==> config.mk <==
export PLATFORM = sky130hd
export DESIGN_NAME = color_result_and_fw_update_regs
export DESIGN_NICKNAME = d
export VERILOG_FILES = /design/src/image_flash_writer.v /design/src/color_result_and_fw_update_regs.v
export VERILOG_INCLUDE_DIRS = /design/src
export SDC_FILE = /design/constraint.sdc
export NUM_CORES = 1
export LEC_CHECK = 0
export BUFFER_PORTS_ARGS = -buffer_cell sky130_fd_sc_hd__clkbuf_2
export CORE_MARGIN = 10
export CORE_UTILIZATION = 49
export DETAILED_ROUTE_END_ITERATION = 8
export PLACE_DENSITY = 0.74
export REMOVE_ABC_BUFFERS = 1
export SYNTH_ARGS = -nofsm -noshare
export SYNTH_HDL_FRONTEND = slang
export SYNTH_SLANG_ARGS = --single-unit
==> constraint.sdc <==
create_clock -name pclk -period 2.45 [get_ports pclk]
set_input_delay 0.49 -clock pclk [delete_from_list [all_inputs] [get_ports pclk]]
set_output_delay 0.49 -clock pclk [all_outputs]
set_load 0.005 [all_outputs]
==> src/color_result_regs.vh <==
// Register indices, field positions, reset values and constants of the result and update bank.
`ifndef COLOR_RESULT_REGS_VH
`define COLOR_RESULT_REGS_VH

// Register indices; the APB byte address is four times the index.
`define IDX_TRI_X 8'h14
`define IDX_TRI_Y 8'h18
`define IDX_TRI_Z 8'h1c
`define IDX_C31_X 8'h20
`define IDX_C31_Y 8'h24
`define IDX_C76_UP 8'h28
`define IDX_C76_VP 8'h2c
`define IDX_C60_U 8'h30
`define IDX_C60_V 8'h34
`define IDX_DUV 8'h38
`define IDX_LUX_H 8'h3c
`define IDX_LUX_L 8'h3d
`define IDX_COLOUR_TEMP_HIGH_BYTE 8'h3e
`define IDX_COLOUR_TEMP_LOW_BYTE 8'h3f
`define IDX_UPD_CTRL 8'h48
`define IDX_CNT_H 8'h49
`define IDX_CNT_L 8'h4a
`define IDX_PAYLOAD 8'h4b
`define IDX_IRQ_STATUS 8'h4c
`define IDX_IRQ_MASK 8'h4d

// Address bus layout.
`define PADDR_W 10
`define IDX_MSB 9
`define IDX_LSB 2

// Control register bit positions.
`define CTL_START 7
`define CTL_STOP 6
`define CTL_DONE 5
`define CTL_LOCK 4
`define CTL_SWITCH 3
`define CTL_BANK_FIRST 2
`define CTL_ERROR 1
`define CTL_OTHER_IMAGE_VALID_FLAG 0

// Interrupt status bit positions.
`define IRQ_RESULT 0
`define IRQ_DONE 1
`define IRQ_ERROR 2
`define IRQ_W 3

// Image layout in flash.
`define IMAGE_SIZE 16'he000
`define BANK_FIRST_BASE 20'h12000
`define BANK_SECOND_BASE 20'h22000
`define FLASH_AW 20

// Reset values and the byte count increment.
`define RST_WORD 32'h00000000
`define RST_HALF 16'h0000
`define RST_BYTE 8'h00
`define RST_IRQ 3'h0
`define RST_BANK_FIRST 1'b1
`define CNT_ONE 16'h0001
`define SUM_ZERO 8'h00

`endif

==> src/image_flash_writer.v <==
// One-byte holding stage that turns accepted image bytes into flash write requests.
`timescale 1ns/100ps
module image_flash_writer (
  input wire pclk,
  input wire presetn,
  input wire byte_valid,
  input wire [7:0] byte_data,
  input wire [15:0] byte_index,
  input wire to_first_bank,
  output wire byte_ready,
  output reg flash_wr_valid,
  output reg [19:0] flash_wr_addr,
  output reg [7:0] flash_wr_data,
  input wire flash_wr_ready
);
`include "color_result_regs.vh"

  wire [19:0] base_addr;

  assign base_addr = to_first_bank ? `BANK_FIRST_BASE : `BANK_SECOND_BASE;
  // Only one byte is held; the register side stalls a payload write while it is occupied.
  assign byte_ready = ~flash_wr_valid;

  always @(posedge pclk or negedge presetn) begin
    if (!presetn) begin
      flash_wr_valid <= 1'b0;
      flash_wr_addr <= 20'h00000;
      flash_wr_data <= `RST_BYTE;
    end else if (byte_valid && byte_ready) begin
      flash_wr_valid <= 1'b1;
      flash_wr_addr <= base_addr + {4'h0, byte_index};
      flash_wr_data <= byte_data;
    end else if (flash_wr_valid && flash_wr_ready) begin
      flash_wr_valid <= 1'b0;
    end
  end
endmodule // image_flash_writer

==> src/color_result_and_fw_update_regs.v <==
// APB register bank for colour results and the firmware image update port.
// Notes on behaviour
// - Tristimulus X, Y, Z read as 32-bit floats at 0x14, 0x18, 0x1C.
// - CIE 1931 x and y read as 32-bit floats at 0x20, 0x24.
// - CIE 1976 u', v' and CIE 1960 u, v read as 32-bit floats, 0x28 to 0x37.
// - Planckian distance reads as a 32-bit float at 0x38.
// - Illuminance 16-bit, high byte at 0x3C, low byte at 0x3D.
// - Colour temperature 16-bit, high byte at 0x3E, low byte at 0x3F.
// - Two flash images, based at 0x12000 and 0x22000.
// - A complete image is exactly 56k bytes.
// - Writing control bit 6 returns the update machine to idle.
// - Status bit 5 sets when the whole image has arrived.
// - Control bit 4 keeps the selected image for the next boot.
// - Writing control bit 3 outside an update, without bit 7, swaps the selected image bank.
// - Status bit 2 reads one while the first bank is active.
// - Status bit 1 sets when a payload write arrives while no update is accepting bytes.
// - Status bit 0 says the inactive bank has a valid checksum.
// - Byte count reads at 0x49 and 0x4A, zero after reset.
// - Each payload write at 0x4B during an update, before the image is complete, delivers the next image byte.
//
// Implementation choice: the APB register port.
`timescale 1ns/100ps
module color_result_and_fw_update_regs (
  input wire pclk,
  input wire presetn,
  input wire psel,
  input wire penable,
  input wire pwrite,
  input wire [9:0] paddr,
  input wire [31:0] pwdata,
  output reg [31:0] prdata,
  output reg pready,
  output reg pslverr,
  input wire result_load,
  input wire [31:0] tri_x_in,
  input wire [31:0] tri_y_in,
  input wire [31:0] tri_z_in,
  input wire [31:0] c31_x_in,
  input wire [31:0] c31_y_in,
  input wire [31:0] c76_up_in,
  input wire [31:0] c76_vp_in,
  input wire [31:0] c60_u_in,
  input wire [31:0] c60_v_in,
  input wire [31:0] duv_in,
  input wire [15:0] lux_in,
  input wire [15:0] cct_in,
  output wire flash_wr_valid,
  output wire [19:0] flash_wr_addr,
  output wire [7:0] flash_wr_data,
  input wire flash_wr_ready,
  output reg boot_lock,
  output reg boot_first_bank,
  output reg irq
);
`include "color_result_regs.vh"

  // Latched result words, indexed in register order from tristimulus X to planckian distance.
  reg [31:0] result_reg [0:9];
  reg [15:0] lux_reg;
  reg [15:0] cct_reg;
  reg update_mode_reg;
  reg complete_reg;
  reg lock_reg;
  reg first_active_reg;
  reg error_reg;
  reg chk_valid_reg;
  reg [15:0] count_reg;
  reg [7:0] payload_reg;
  reg [7:0] sum_reg;
  reg [`IRQ_W-1:0] irq_status_reg;
  reg [`IRQ_W-1:0] irq_mask_reg;
  reg [31:0] read_data;
  reg read_hit;
  reg [`IRQ_W-1:0] irq_status_next;

  wire [7:0] idx;
  wire access;
  wire commit;
  wire wr_commit;
  wire payload_wr;
  wire accept_ok;
  wire byte_accept;
  wire byte_ready;
  wire hold_bus;
  wire go;
  wire [15:0] count_next;
  wire [7:0] sum_next;
  wire image_done;
  wire byte_reject;
  wire ctl_wr;
  wire start_cmd;
  wire stop_cmd;
  wire switch_cmd;
  wire [31:0] result_in [0:9];
  reg [7:0] ctl_read;
  reg [`IRQ_W-1:0] irq_events;

  assign idx = paddr[`IDX_MSB:`IDX_LSB];
  assign access = psel & penable & ~pready;
  assign commit = psel & penable & pready;
  assign wr_commit = commit & pwrite;
  assign payload_wr = pwrite & (idx == `IDX_PAYLOAD);
  assign accept_ok = update_mode_reg & ~complete_reg;
  // A payload byte waits in the access phase until the flash stage can take it.
  assign hold_bus = payload_wr & accept_ok & ~byte_ready;
  assign go = access & ~hold_bus;

  assign byte_accept = wr_commit & (idx == `IDX_PAYLOAD) & accept_ok;
  assign byte_reject = wr_commit & (idx == `IDX_PAYLOAD) & ~accept_ok;
  assign count_next = count_reg + `CNT_ONE;
  assign sum_next = sum_reg + pwdata[7:0];
  assign image_done = byte_accept & (count_next == `IMAGE_SIZE);

  assign ctl_wr = wr_commit & (idx == `IDX_UPD_CTRL);
  assign stop_cmd = ctl_wr & pwdata[`CTL_STOP];
  assign start_cmd = ctl_wr & pwdata[`CTL_START] & ~pwdata[`CTL_STOP];
  // Swapping banks mid-transfer would split the image, so it is ignored during an update.
  assign switch_cmd = ctl_wr & pwdata[`CTL_SWITCH] & ~update_mode_reg & ~pwdata[`CTL_START];

  // Stop and switch are write-only strobes, so their bit positions read back as zero.
  always @* begin
    ctl_read = `RST_BYTE;
    ctl_read[`CTL_START] = update_mode_reg;
    ctl_read[`CTL_DONE] = complete_reg;
    ctl_read[`CTL_LOCK] = lock_reg;
    ctl_read[`CTL_BANK_FIRST] = first_active_reg;
    ctl_read[`CTL_ERROR] = error_reg;
    ctl_read[`CTL_OTHER_IMAGE_VALID_FLAG] = chk_valid_reg;
  end

  // Each event lands on its own status bit; a set beats a clear further down.
  always @* begin
    irq_events = `RST_IRQ;
    irq_events[`IRQ_RESULT] = result_load;
    irq_events[`IRQ_DONE] = image_done;
    irq_events[`IRQ_ERROR] = byte_reject;
  end

  // The stage sees the count before this byte, so the first byte lands at the bank base.
  // write to inactive bank
  image_flash_writer u_writer (
    .pclk(pclk),
    .presetn(presetn),
    .byte_valid(byte_accept),
    .byte_data(pwdata[7:0]),
    .byte_index(count_reg),
    .to_first_bank(~first_active_reg),
    .byte_ready(byte_ready),
    .flash_wr_valid(flash_wr_valid),
    .flash_wr_addr(flash_wr_addr),
    .flash_wr_data(flash_wr_data),
    .flash_wr_ready(flash_wr_ready)
  );

  // Unmapped indices answer with an error and read as zero.
  always @* begin
    read_data = `RST_WORD;
    read_hit = 1'b1;
    case (idx)
      `IDX_TRI_X: read_data = result_reg[0];
      `IDX_TRI_Y: read_data = result_reg[1];
      `IDX_TRI_Z: read_data = result_reg[2];
      `IDX_C31_X: read_data = result_reg[3];
      `IDX_C31_Y: read_data = result_reg[4];
      `IDX_C76_UP: read_data = result_reg[5];
      `IDX_C76_VP: read_data = result_reg[6];
      `IDX_C60_U: read_data = result_reg[7];
      `IDX_C60_V: read_data = result_reg[8];
      `IDX_DUV: read_data = result_reg[9];
      `IDX_LUX_H: read_data = {24'h000000, lux_reg[15:8]};
      `IDX_LUX_L: read_data = {24'h000000, lux_reg[7:0]};
      `IDX_COLOUR_TEMP_HIGH_BYTE: read_data = {24'h000000, cct_reg[15:8]};
      `IDX_COLOUR_TEMP_LOW_BYTE: read_data = {24'h000000, cct_reg[7:0]};
      `IDX_UPD_CTRL: read_data = {24'h000000, ctl_read};
      `IDX_CNT_H: read_data = {24'h000000, count_reg[15:8]};
      `IDX_CNT_L: read_data = {24'h000000, count_reg[7:0]};
      `IDX_PAYLOAD: read_data = {24'h000000, payload_reg};
      `IDX_IRQ_STATUS: read_data = {29'h0, irq_status_reg};
      `IDX_IRQ_MASK: read_data = {29'h0, irq_mask_reg};
      default: read_hit = 1'b0;
    endcase
  end

  // Bus answer: one wait state, more only while a payload byte is held back.
  always @(posedge pclk or negedge presetn) begin
    if (!presetn) begin
      pready <= 1'b0;
      pslverr <= 1'b0;
      prdata <= `RST_WORD;
    end else if (go) begin
      pready <= 1'b1;
      pslverr <= ~read_hit;
      prdata <= pwrite ? `RST_WORD : read_data;
    end else begin
      pready <= 1'b0;
      pslverr <= 1'b0;
    end
  end

  // Results are captured as a set so a read never mixes two measurements.
  // Input words in register order, so the capture loop below can index them.
  assign result_in[0] = tri_x_in;
  assign result_in[1] = tri_y_in;
  assign result_in[2] = tri_z_in;
  assign result_in[3] = c31_x_in;
  assign result_in[4] = c31_y_in;
  assign result_in[5] = c76_up_in;
  assign result_in[6] = c76_vp_in;
  assign result_in[7] = c60_u_in;
  assign result_in[8] = c60_v_in;
  assign result_in[9] = duv_in;

  genvar gi;
  generate
    for (gi = 0; gi < 10; gi = gi + 1) begin : g_result
      always @(posedge pclk or negedge presetn) begin
        if (!presetn) begin
          result_reg[gi] <= `RST_WORD;
        end else if (result_load) begin
          result_reg[gi] <= result_in[gi];
        end
      end
    end
  endgenerate

  always @(posedge pclk or negedge presetn) begin
    if (!presetn) begin
      lux_reg <= `RST_HALF;
      cct_reg <= `RST_HALF;
    end else if (result_load) begin
      lux_reg <= lux_in;
      cct_reg <= cct_in;
    end
  end

  always @(posedge pclk or negedge presetn) begin
    if (!presetn) begin
      update_mode_reg <= 1'b0;
      complete_reg <= 1'b0;
      error_reg <= 1'b0;
      count_reg <= `RST_HALF;
      sum_reg <= `SUM_ZERO;
      chk_valid_reg <= 1'b0;
    end else if (stop_cmd) begin
      update_mode_reg <= 1'b0;
      complete_reg <= 1'b0;
      error_reg <= 1'b0;
      count_reg <= `RST_HALF;
      sum_reg <= `SUM_ZERO;
      chk_valid_reg <= 1'b0;
    end else if (start_cmd) begin
      update_mode_reg <= 1'b1;
      complete_reg <= 1'b0;
      error_reg <= 1'b0;
      count_reg <= `RST_HALF;
      sum_reg <= `SUM_ZERO;
      chk_valid_reg <= 1'b0;
    end else if (byte_accept) begin
      count_reg <= count_next;
      sum_reg <= sum_next;
      if (image_done) begin
        complete_reg <= 1'b1;
        chk_valid_reg <= (sum_next == `SUM_ZERO);
      end
    end else if (byte_reject) begin
      error_reg <= 1'b1;
    end else if (switch_cmd) begin
      // The image that becomes inactive has not been checked here.
      chk_valid_reg <= 1'b0;
    end
  end

  always @(posedge pclk or negedge presetn) begin
    if (!presetn) begin
      payload_reg <= `RST_BYTE;
      lock_reg <= 1'b0;
      first_active_reg <= `RST_BANK_FIRST;
    end else begin
      if (wr_commit && (idx == `IDX_PAYLOAD)) begin
        payload_reg <= pwdata[7:0];
      end
      if (ctl_wr) begin
        lock_reg <= pwdata[`CTL_LOCK];
      end
      if (switch_cmd) begin
        first_active_reg <= ~first_active_reg;
      end
    end
  end

  always @(posedge pclk or negedge presetn) begin
    if (!presetn) begin
      boot_lock <= 1'b0;
      boot_first_bank <= `RST_BANK_FIRST;
    end else begin
      boot_lock <= lock_reg;
      boot_first_bank <= first_active_reg;
    end
  end

  // A fresh event beats a write-one-to-clear in the same cycle.
  always @* begin
    irq_status_next = irq_status_reg;
    if (wr_commit && (idx == `IDX_IRQ_STATUS)) begin
      irq_status_next = irq_status_reg & ~pwdata[`IRQ_W-1:0];
    end
    irq_status_next = irq_status_next | irq_events;
  end

  // The interrupt output lags status and mask by one clock, like boot_lock and boot_first_bank.
  always @(posedge pclk or negedge presetn) begin
    if (!presetn) begin
      irq_status_reg <= `RST_IRQ;
      irq_mask_reg <= `RST_IRQ;
      irq <= 1'b0;
    end else begin
      irq_status_reg <= irq_status_next;
      if (wr_commit && (idx == `IDX_IRQ_MASK)) begin
        irq_mask_reg <= pwdata[`IRQ_W-1:0];
      end
      irq <= |(irq_status_reg & irq_mask_reg);
    end
  end
endmodule // color_result_and_fw_update_regs

# [After elaboration in Yosys (flattened, before gate mapping)]
# Index checks and enable logic that the tools add are counted.
# W data, S select, Z words.
[op_classes] n_reduce_logical=17 mux=31 add_sub_neg=3 bitwise_logic=34 eq_ne=24
[ops] operator="$pmux W32 S20" n=1
[ops] operator="$eq A8 B6 Y1 const B" n=11
[ops] operator="$eq A8 B7 Y1 const B" n=6
[ops] operator="$mux W16" n=3
[ops] operator="$mux W32" n=1
[ops] operator="$eq A8 B5 Y1 const B" n=3
[ops] operator="$mux W8" n=3
[ops] operator="$mux W1" n=21
[ops] operator="$add A20 B16 Y20" n=1
[ops] operator="$and A1 B1 Y1" n=20
[ops] operator="$reduce_or A20 Y1" n=1
[ops] operator="$mux W18" n=1
[ops] operator="$add A16 B1 Y16 const B" n=1
[ops] operator="$eq A16 B16 Y1 const B" n=1
[ops] operator="$not A1 Y1" n=10
[ops] operator="$reduce_bool A3 Y1" n=3
[ops] operator="$add A8 B8 Y8" n=1
[ops] operator="$logic_not A8 Y1" n=1
[ops] operator="$and A3 B3 Y3" n=2
[ops] operator="$logic_and A1 B1 Y1" n=5
[ops] operator="$ne A4 B1 Y1 const B" n=1
[ops] operator="$ne A4 B2 Y1 const B" n=1
[ops] operator="$reduce_and A2 Y1" n=2
[ops] operator="$reduce_bool A2 Y1" n=2
[ops] operator="other kinds (7)" n=7
[totals] wordCells=141 register_bits=462 output_inout_bits=66

# [Depth between registers and ports, before layout]
# Gate-level depths: netlist (run 1).
[logic_depth] depth_word=12 ltp_mapped=10 ltp_nobuf=8

# [Cells and area by module]
# From an unflattened synthesis (run 1), not the netlist that was laid out.
[hier_totals] cells_unflattened=1699 hier_area_um2=21410.5
[by_module_without_submodules] mod="color_result_and_fw_update_regs" n_inst=1 area_each_um2=20239.4 cells_per_inst=1628
[by_module_without_submodules] mod="image_flash_writer" n_inst=1 area_each_um2=1171.1 cells_per_inst=71

# [Worst setup path after synthesis (run 1)]
# OpenSTA, ideal clock, no wires.
[synth_timing] path_type="in2reg" from="input port paddr[9]" to="register chk_valid_reg" path_buffers=2 t_arrival_ns=2.520 path_slack_ns=-0.136 required_ns=2.384 setup_time_ns=0.066 cell_stages=8 cell_sequence="buf_2 or4b_1 buf_2 nor4_4 nand3_2 or4_1 nor4_1 mux2_1"
[synth_via] elab_chain_len=7 word_cells_on_any_way=20
[synth_rtl] item="start: declaration" line="color_result_and_fw_update_regs.v:29" text="input wire [9:0] paddr,"
[synth_rtl] item="$eq A8 B7 Y1"
[synth_rtl] item="$and A1 B1 Y1" line="color_result_and_fw_update_regs.v:114" text="assign ctl_wr = wr_commit & (idx == `IDX_UPD_CTRL);"
[synth_rtl] item="$and A1 B1 Y1 (3 in series)" line="color_result_and_fw_update_regs.v:118" text="assign switch_cmd = ctl_wr & pwdata[`CTL_SWITCH] & ~update_mode_reg & ~pwdata[`CTL_START];"
[synth_rtl] item="$reduce_bool A4 Y1 (no line)"
[synth_rtl] item="$reduce_and A3 Y1 (no line)"
[synth_rtl] item="end signal: assignment" line="color_result_and_fw_update_regs.v:263" text="chk_valid_reg <= (sum_next == `SUM_ZERO);"
[synth_rtl] item="end: declaration" line="color_result_and_fw_update_regs.v:66" text="reg chk_valid_reg;"
# Several ways; a longest one is shown, not always the timed one.
# A chain may end at the register's enable or synchronous reset.

# [Worst setup path in the final report (run 1)]
[layout_timing] from="register count_reg[0]" to="register chk_valid_reg"
[layout_via] elab_chain_len=5
[layout_rtl] item="start: declaration" line="color_result_and_fw_update_regs.v:67" text="reg [15:0] count_reg;"
[layout_rtl] item="start signal: assignment" line="color_result_and_fw_update_regs.v:241" text="count_reg <= `RST_HALF;"
[layout_rtl] item="start signal: assignment" line="color_result_and_fw_update_regs.v:248" text="count_reg <= `RST_HALF;"
[layout_rtl] item="start signal: assignment" line="color_result_and_fw_update_regs.v:255" text="count_reg <= `RST_HALF;"
[layout_rtl] item="$add A16 B1 Y16 (no line)"
[layout_rtl] item="$eq A16 B16 Y1 (no line)"
[layout_rtl] item="$and A1 B1 Y1" line="color_result_and_fw_update_regs.v:112" text="assign image_done = byte_accept & (count_next == `IMAGE_SIZE);"
[layout_rtl] item="$ne A4 B1 Y1 (no line)"
[layout_rtl] item="$reduce_and A3 Y1 (no line)"
# No other way between the ends.

==> impl_metrics.toml, run 1 <==
[yosys]
synth_warnings = 0
yosys-top-cells-area = "dfrtp_1 (54%), mux2_2 (22%), mux2i_1 (2.3%)"
syn_area_um2 = 21000
yosys-top-cells-count = "dfrtp_1 (458), mux2_2 (407), clkbuf_1 (93)"
ys_types = 72
synthCells = 1632
ys.flop_type = "dfrtp_1"
synth-seq-cells = 460
synth_most_common_cell = "dfrtp_1"
synth_top_cell_by_area = "dfrtp_1"
ys_seq_area_frac = 0.547
synth_top_area_share = 0.545
synthArstFlopShare = 1.00
postSynthAreaPerCell_um2 = 12.9
synth_edf_count = 0

[outcome]
status = "complete, no violations"

[floorplanning]
die_y_um = 227
rows = 75
boundaryPins = 467
die_area_um2 = 51600
initial_core_util = 0.498
core_um2 = 42200
die_w_um = 227

[setup_path]
critPathMaxFanout = 4
worstPathRequired_ns = 2.92
arrival_ns = 2.88
critPathLaunchType = "register"
r2r_start = "count_reg[0]"
r2r_setup_slack_ns = 0.04
crit_start = "count_reg[0]"
critPathKind = "register to register"
end_kind = "register"

[placement]
place_hpwl_mm = 55.0
gp_congestion = 0.930
portBuffers = 438
place_area_um2 = 25100

[pwr]
p_per_area_nw_per_um2 = 690
ir_drop_mv = 0.581
leakagePower_nw = 12.4
p_total_mw = 18.6

[final_layout]
syn_to_final_growth_pct = 28.0
post-route-util = 0.638
num-nets-final = 2589
stdcell_area_um2 = 26900
drive_above_1_share = 0.515
largest_reg_flops = 320

[grt]
antenna_found_initial = 13
grt_pass1_wl_mm = 107
grt_pass1_vias = 17511
grt-ovfl-total = 0
grt_usage = 0.275
grt_max_degree = 76

[routing]
drtPass1Iterations = 5
vias = 16250
antenna_left = 0
wirelength_mm = 71.3
via_per_inst = 5.88
wl_per_cell_um = 25.8
drc_errors = 0
drt-initial-drc-count = 1546

[sta]
worstMarginPinSlew_ns = 0.860
fin_crit_ns = 2.41
skew_ns = 0.0217
slew_headroom = 0.425
maxSlewViolCount = 0
fin_crit_sh = 0.982
hold_viol = 0
fmax_ghz = 0.416
setup_viol = 0

[cts]
clk_latency_ns = 0.60
htreeDepth = 2
cts_buffer_depth = 3
cts.clk_slew.worst_paths_ns = 0.06
cts_tree = "built"
cts_root_buffer = "clkbuf_16"
cts.sinks = 460
cts_made_buffers = 50

[min_path]
min_from = "flash_wr_ready"
min_path_type = "primary input to register"

[run]
maxCapViolations = 0
==> per-layer routing <==
metal | part of all wire | wire [µm] | vias up | track usage
met1 | 0.39 | 28100 | 8221 | 0.346
met2 | 0.49 | 34700 | 700 | 0.453
met3 | 0.090 | 6410 | 122 | 0.0782
li1 | - | - | 7195 | -
met5 | 0.00095 | 68 | - | 0
met4 | 0.027 | 1930 | 12 | 0.0817
==> power by group <==
group	switching, mW	total (mW)	internal [mW]
clock network	3.17	7.99	4.82
registers	0.325	8.51	8.19
logic	0.975	2.08	1.10
==> critical path, stage by stage, from the launching register on <==
cell     delay, ns
dfrtp_1       0.41
nand4_1       0.17
or4b_1        0.62
or3_1         0.36
a22oi_2       0.23
a41oi_1       0.17
mux2_1        0.34
==> per-stage QoR <==
| stage | std cells | worst slack, ns | hold slack [ns] | TNS (ns) |
|---|---|---|---|---|
| 5_1_grt | 2762 | -0.000669 | 0.101 | -0.000669 |
| 2_1_floorplan | 1515 | -1.26 | 0.194 | -56.08 |
| 3_3_place_gp | 2661 | -0.301 | 0.420 | -16.14 |
| 4_1_cts | 2755 | 0.0396 | 0.0640 | 0 |
| 6_report | 2764 | 0.0438 | 0.0971 | 0 |
| 3_5_place_dp | 2661 | -0.373 | 0.428 | -17.28 |
==> what timing repair did <==
action	CTS	global route
hold buffers	1	0
endpoints found under the hold margin	49	0
pin swaps	0	1
cloned	0	0
endpoints found under the setup margin	1	1
gates resized for setup	1	11
buffers inserted	0	2
==> area by class of cell <==
| type | instances | area, µm² |
|---|---|---|
| antenna | 7 | 17.5 |
| clock buffer | 71 | 1470 |
| clock inverter | 22 | 285 |
| fill | 3263 | 15300 |
| inverter | 10 | 37.5 |
| multi-input combinational | 1045 | 9150 |
| sequential | 460 | 11500 |
| tap | 539 | 674 |
| timing repair buffer | 610 | 3770 |
==> logic make-up after synthesis <==
kind of cell | synth area share
xor gates and xnor gates | 0.00541
muxes | 0.256
buffers and inverters | 0.0241
and+or+nand+nor | 0.0605
adders and majority gates | 0.00690
AOI/OAI and AO/OA | 0.0993
DFF | 0.547
other | 0.000178
==> placed cells by master, fill, tap and decap left out, drive strengths merged, types with 8 or more instances in the layout <==
cell type and count:
o22ai 30, nor2 49, a211oi 14, nor3 18, a22o 13, a222oi 8, a21o 8, mux2i 48
buf 175, a31oi 8, o31ai 30, o21ai 54, xnor2 9, ha 10, mux2 408, inv 12
clkbuf 505, nand4 12, a22oi 58, a21oi 30, nand2 87, nor2b 10, clkinv 13, dfrtp 458
nand3 22, mux4 14, and3 9
==> final timing paths <==
| kind | to | cells past startpoint |
|---|---|---|
| max | chk_valid_reg | 6 |
| min | u_writer.flash_wr_valid | 2 |
| min reg2reg | boot_first_bank | 0 |
| max reg2reg | chk_valid_reg | 6 |
| max in group asynchronous | result_reg[114] | 3 |
| min in group asynchronous | result_reg[192] | 2 |
No activity file was read; power rests on OpenSTA's default activity.
==> inputs of run 2 (changes only) <==
Settings changed: CORE_UTILIZATION 49 to 35, PLACE_DENSITY 0.74 to 0.56.
==> run 2 against run 1 <==
Sequential share of layout area fell by 0.64 points. Cell area grew 1.5%. Hold slack got worse by 0.0040 ns. Die area is 36% higher. Total power down 0.73%. Setup slack better by 0.033 ns. Cell count increased by 8.7%. Global-route usage decreased by 6.3 points. Sequential power barely moved. Clock skew is 0.0024 ns lower. Critical path type unchanged. Largest power group unchanged. Highest routed layer unchanged.
==> impl_metrics.toml, run 2 (same netlist as run 1, synthesis figures left out) <==
[cts]
cts.clk_slew.worst_paths_ns = 0.06
cts_root_buffer = "clkbuf_16"
cts_made_buffers = 52
cts_tree = "built"
cts_buffer_depth = 3
cts.sinks = 460
clk_latency_ns = 0.62
htreeDepth = 2

[final_layout]
largest_reg_flops = 320
layout_common_cells = "dfrtp_1 (458), clkbuf_2 (434), mux2_2 (407)"
layout_commonest_cell = "dfrtp_1"
syn_to_final_growth_pct = 30.0
drive_above_1_share = 0.515
num-nets-final = 2596
n_fill_cell = 5461
stdcell_area_um2 = 27300

[pwr]
p_comb_frac = 0.114
p_clk_frac = 0.425
p_per_area_nw_per_um2 = 675
leakagePower_nw = 12.5
swShare = 0.246
ir_drop_mv = 0.461
power.internal_mw = 13.9
seqPwrFrac = 0.461
p_total_mw = 18.4
p_sw_mw = 4.54

[placement]
place_area_um2 = 25500
gp_congestion = 0.871
place_hpwl_mm = 58.6
pre_cts_slack_ns = -0.454
portBuffers = 438

[floorplanning]
die_area_um2 = 70300
die_y_um = 265
initial_core_util = 0.355
die_w_um = 265
boundaryPins = 467
rows = 89
core_um2 = 59200

[sta]
skew_ns = 0.0193
fmax_ghz = 0.421
slew_headroom = 0.426
finalWorstSetupSlack_ns = 0.0767
setup_viol = 0
hold_viol = 0
fin_crit_ns = 2.37
maxSlewViolCount = 0
tns_ns = 0
holdWs_ns = 0.0931
worstMarginPinSlew_ns = 0.857
fin_crit_sh = 0.969

[min_path]
hold-path-cell-count = 2
min_path_type = "primary input to register"
min_from = "flash_wr_ready"
hold_path_end = "u_writer.flash_wr_valid"

[setup_path]
critPathMaxFanout = 2
arrival_ns = 2.92
r2r_setup_slack_ns = 0.08
critPathLaunchType = "register"
r2r_start = "sum_reg[0]"
r2r_cells = 8
path_buf_inv = 0
worstPathRequired_ns = 2.99
critPathKind = "register to register"
crit_family = "simple AND/OR/NAND/NOR gates"
cpPeakStageDelay_ns = 0.53
worstReg2RegEnd = "chk_valid_reg"
path_cells = "ha_2 -> fa_2 -> a21o_1 -> a21oi_2 -> xnor2_2 -> or4_4 -> nor4_4 -> mux2_4"
end_kind = "register"
crit_slowest_cell = "or4_4"

[grt]
grt_pass1_vias = 17632
grt_usage = 0.211
grt-ovfl-total = 0
grt_max_degree = 113
antenna_found_initial = 21
grt_pass1_wl_mm = 113

[routing]
drtPass1Iterations = 5
wl_per_cell_um = 25.2
drt-initial-drc-count = 976
wirelength_mm = 75.7
via_per_inst = 5.34
drc_errors = 0
antenna_left = 0
vias = 16051

[outcome]
status = "complete, no violations"

[run]
maxCapViolations = 0
[run 2: changes by cell type in the layout (fill, tap and decap cells not counted), sizes merged]
cell | previous run | this run
clkbuf | 505 | 515
buf | 175 | 180
clkinv | 13 | 8
bufinv | 6 | 2
diode | 7 | 8
[run 2: worst register-to-register path: stages (launching register included)]
cell and delay, ns:
dfrtp_1 0.39, ha_2 0.19, fa_2 0.34, a21o_1 0.17
a21oi_2 0.16, xnor2_2 0.10, or4_4 0.53, nor4_4 0.25
mux2_4 0.19
[run 2: power by group through the flow]
stage                     Sequential (mW)  Clock (mW)  Combinational, mW
final                                8.50        7.84               2.11
after global routing                 8.57        8.34               2.29
after CTS                            8.49        8.05               2.14
after detailed placement             8.63           0               2.13
after global placement               8.60           0               2.09
after floorplan                      8.52           0              0.959
[run 2: per-stage QoR]
| stage | util | instances |
|---|---|---|
| floorplan | - | 1515 |
| global placement | 0.431 | 2900 |
| detailed placement | 0.431 | 2900 |
| CTS | 0.460 | 2995 |
| global route | 0.461 | 3000 |
| finish | 0.461 | 3005 |
[run 2: timing repair]
action                     CTS  global route
gates resized for setup      1            11
cloned                       0             0
pin swaps                    0             3
setup endpoints to repair    1             2
hold buffers                 1             0
setup buffers                0             2
hold endpoints to repair    15             0
[run 2: final cells by class]
cell class                      instances  area [µm²]  area share
Antenna cell                            8        20.0    0.000732
Inverter                               10        37.5     0.00137
Multi-Input combinational cell       1045        9160       0.335
Clock buffer                           81        1560      0.0571
Clock inverter                         13         155     0.00568
Timing Repair Buffer                  615        3920       0.144
Tap cell                              773         967      0.0354
Sequential cell                       460       11500       0.421
[run 2: worst max-delay path by stage]
stage / startpoint / endpoint / slack (ns) / depth (start not counted)
2_1_floorplan: paddr[6] / prdata[6] / -1.26 / 6
3_3_place_gp: paddr[6] / chk_valid_reg / -0.38 / 7
6_report: sum_reg[0] / chk_valid_reg / 0.08 / 8
4_1_cts: count_reg[1] / chk_valid_reg / 0.03 / 7
5_1_grt: sum_reg[0] / chk_valid_reg / -0.004 / 8
3_5_place_dp: paddr[6] / chk_valid_reg / -0.45 / 7
[run 2: per-layer routing]
metal | wire (µm) | GRT usage
met5 | 158 | 0
met4 | 1140 | 0.0471
met3 | 5700 | 0.0588
met2 | 37900 | 0.363
met1 | 30900 | 0.260
==> inputs of run 3 (changes only) <==
Settings changed: REMOVE_ABC_BUFFERS 1 to default.
==> run 3 against run 2 <==
Cell area grew 0.83%. Highest routed layer unchanged. First-iteration DRC count grew 38%. Hold slack lost 0.017 ns. Global-route usage grew 0.96 points. Clock skew grew 0.037 ns. Critical endpoint unchanged. Setup slack lost 0.0049 ns. Sequential power is essentially flat. Largest cell class unchanged. Utilization grew 0.38 points. Register-to-register slack is essentially flat.
==> impl_metrics.toml, run 3 (same netlist as run 1, synthesis figures left out) <==
[outcome]
status = "complete, no violations"

[floorplanning]
die_w_um = 265
core_um2 = 59200
initial_core_util = 0.355
die_area_um2 = 70300
rows = 89
boundaryPins = 467
die_y_um = 265

[routing]
antenna_left = 0
via_per_inst = 5.43
wirelength_mm = 79.5
wl_per_cell_um = 26.3
drt-initial-drc-count = 1344
vias = 16430
drtPass1Iterations = 7
drc_errors = 0

[cts]
cts_tree = "built"
cts_buffer_depth = 3
cts_made_buffers = 52
cts_root_buffer = "clkbuf_16"
clk_latency_ns = 0.63
cts.clk_slew.worst_paths_ns = 0.06
htreeDepth = 2
cts.sinks = 460

[grt]
grt_usage = 0.221
grt_pass1_vias = 17543
grt-ovfl-total = 0
grt_pass1_wl_mm = 116
antenna_found_initial = 20
grt_max_degree = 78

[pwr]
p_per_area_nw_per_um2 = 686
leakagePower_nw = 12.6
ir_drop_mv = 0.542

[sta]
fmax_ghz = 0.420
hold_viol = 0
fin_crit_sh = 0.971
slew_headroom = 0.365
worstMarginPinSlew_ns = 0.950
maxSlewViolCount = 0
skew_ns = 0.0564
setup_viol = 0
fin_crit_ns = 2.38

[setup_path]
r2r_cells = 9
r2r_setup_slack_ns = 0.07
critPathLaunchType = "register"
worstReg2RegEnd = "chk_valid_reg"
critPathKind = "register to register"
critPathMaxFanout = 2
worstPathRequired_ns = 3.00
end_kind = "register"
arrival_ns = 2.93
r2r_start = "sum_reg[0]"

[final_layout]
layout_commonest_cell = "dfrtp_1"
num-nets-final = 2618
drive_above_1_share = 0.520
layout.cells.non_filler = 3028
largest_reg_flops = 320
syn_to_final_growth_pct = 31.0
layout_common_cells = "dfrtp_1 (457), clkbuf_2 (434), mux2_2 (407)"
stdcell_area_um2 = 27600

[min_path]
hold-path-cell-count = 2
min_from = "flash_wr_ready"
min_path_type = "primary input to register"
hold_path_end = "u_writer.flash_wr_valid"

[run]
maxCapViolations = 0

[placement]
dp.cells = 2924
gp_congestion = 0.866
place_area_um2 = 25700
place_hpwl_mm = 62.8
portBuffers = 438
run 3: cell types whose count changed in the layout (fill, tap and decap cells not counted), sizes merged, moves of 3 or more:
| cell | change |
|---|---|
| diode | +3 |
| clkbuf | -10 |
| clkinv | +4 |
| bufinv | +4 |
| buf | +22 |
run 3: through the flow:
stage	power, mW	TNS (ns)	hold WS, ns	worst slack [ns]	utilization
3_5_place_dp	10.9	-5.76	0.422	-0.212	0.433
4_1_cts	19.1	0	0.0455	0.0130	0.464
6_report	18.9	0	0.0765	0.0718	0.465
3_3_place_gp	10.8	-4.05	0.420	-0.227	0.433
2_1_floorplan	9.64	-0.0156	0.194	-0.0156	-
5_1_grt	19.6	-0.0123	0.0743	-0.0123	0.465
run 3: worst max-delay path by stage:
stage | depth (start not counted) | slack (ns) | from | endpoint
floorplan | 8 | -0.02 | paddr[9] | chk_valid_reg
global placement | 9 | -0.23 | pwdata[0] | chk_valid_reg
detailed placement | 8 | -0.21 | paddr[9] | prdata[20]
CTS | 8 | 0.01 | sum_reg[0] | chk_valid_reg
global route | 9 | -0.01 | sum_reg[0] | chk_valid_reg
finish | 9 | 0.07 | sum_reg[0] | chk_valid_reg
run 3: power by group:
group          switching, mW  leakage (nW)  internal (mW)
registers              0.317          5.61           8.19
clock network           3.28         0.894           4.90
logic                   1.06          6.14           1.15
run 3: repair_timing:
action                     CTS  global route
gates cloned                 0             0
resized for setup            2             9
hold buffers                 1             0
hold endpoints to repair    32             0
buffers inserted             0             0
setup endpoints to repair    1             1
pin swaps                    0             1
run 3: layout make-up:
cell class | instances | area (µm²)
fill | 5457 | 31700
sequential | 460 | 11500
multi-input combinational | 1045 | 9150
timing repair buffer | 637 | 4060
clock buffer | 71 | 1490
tap | 773 | 967
clock inverter | 21 | 307
inverter | 10 | 37.5
antenna | 11 | 27.5
run 3: worst max-delay path, cell delays in order, from the launching register on:
cell and delay (ns):
dfrtp_1 0.38, ha_1 0.22, fa_1 0.40, buf_4 0.16
a211oi_1 0.22, o21bai_1 0.11, a21oi_1 0.23, xnor2_2 0.11
nor4_2 0.29, mux2_4 0.19
run 3: routing by layer:
metal,routed length [µm],track usage
met2,39600,0.377
met1,31100,0.266
met4,2380,0.0747
met3,6380,0.0587
met5,107,0
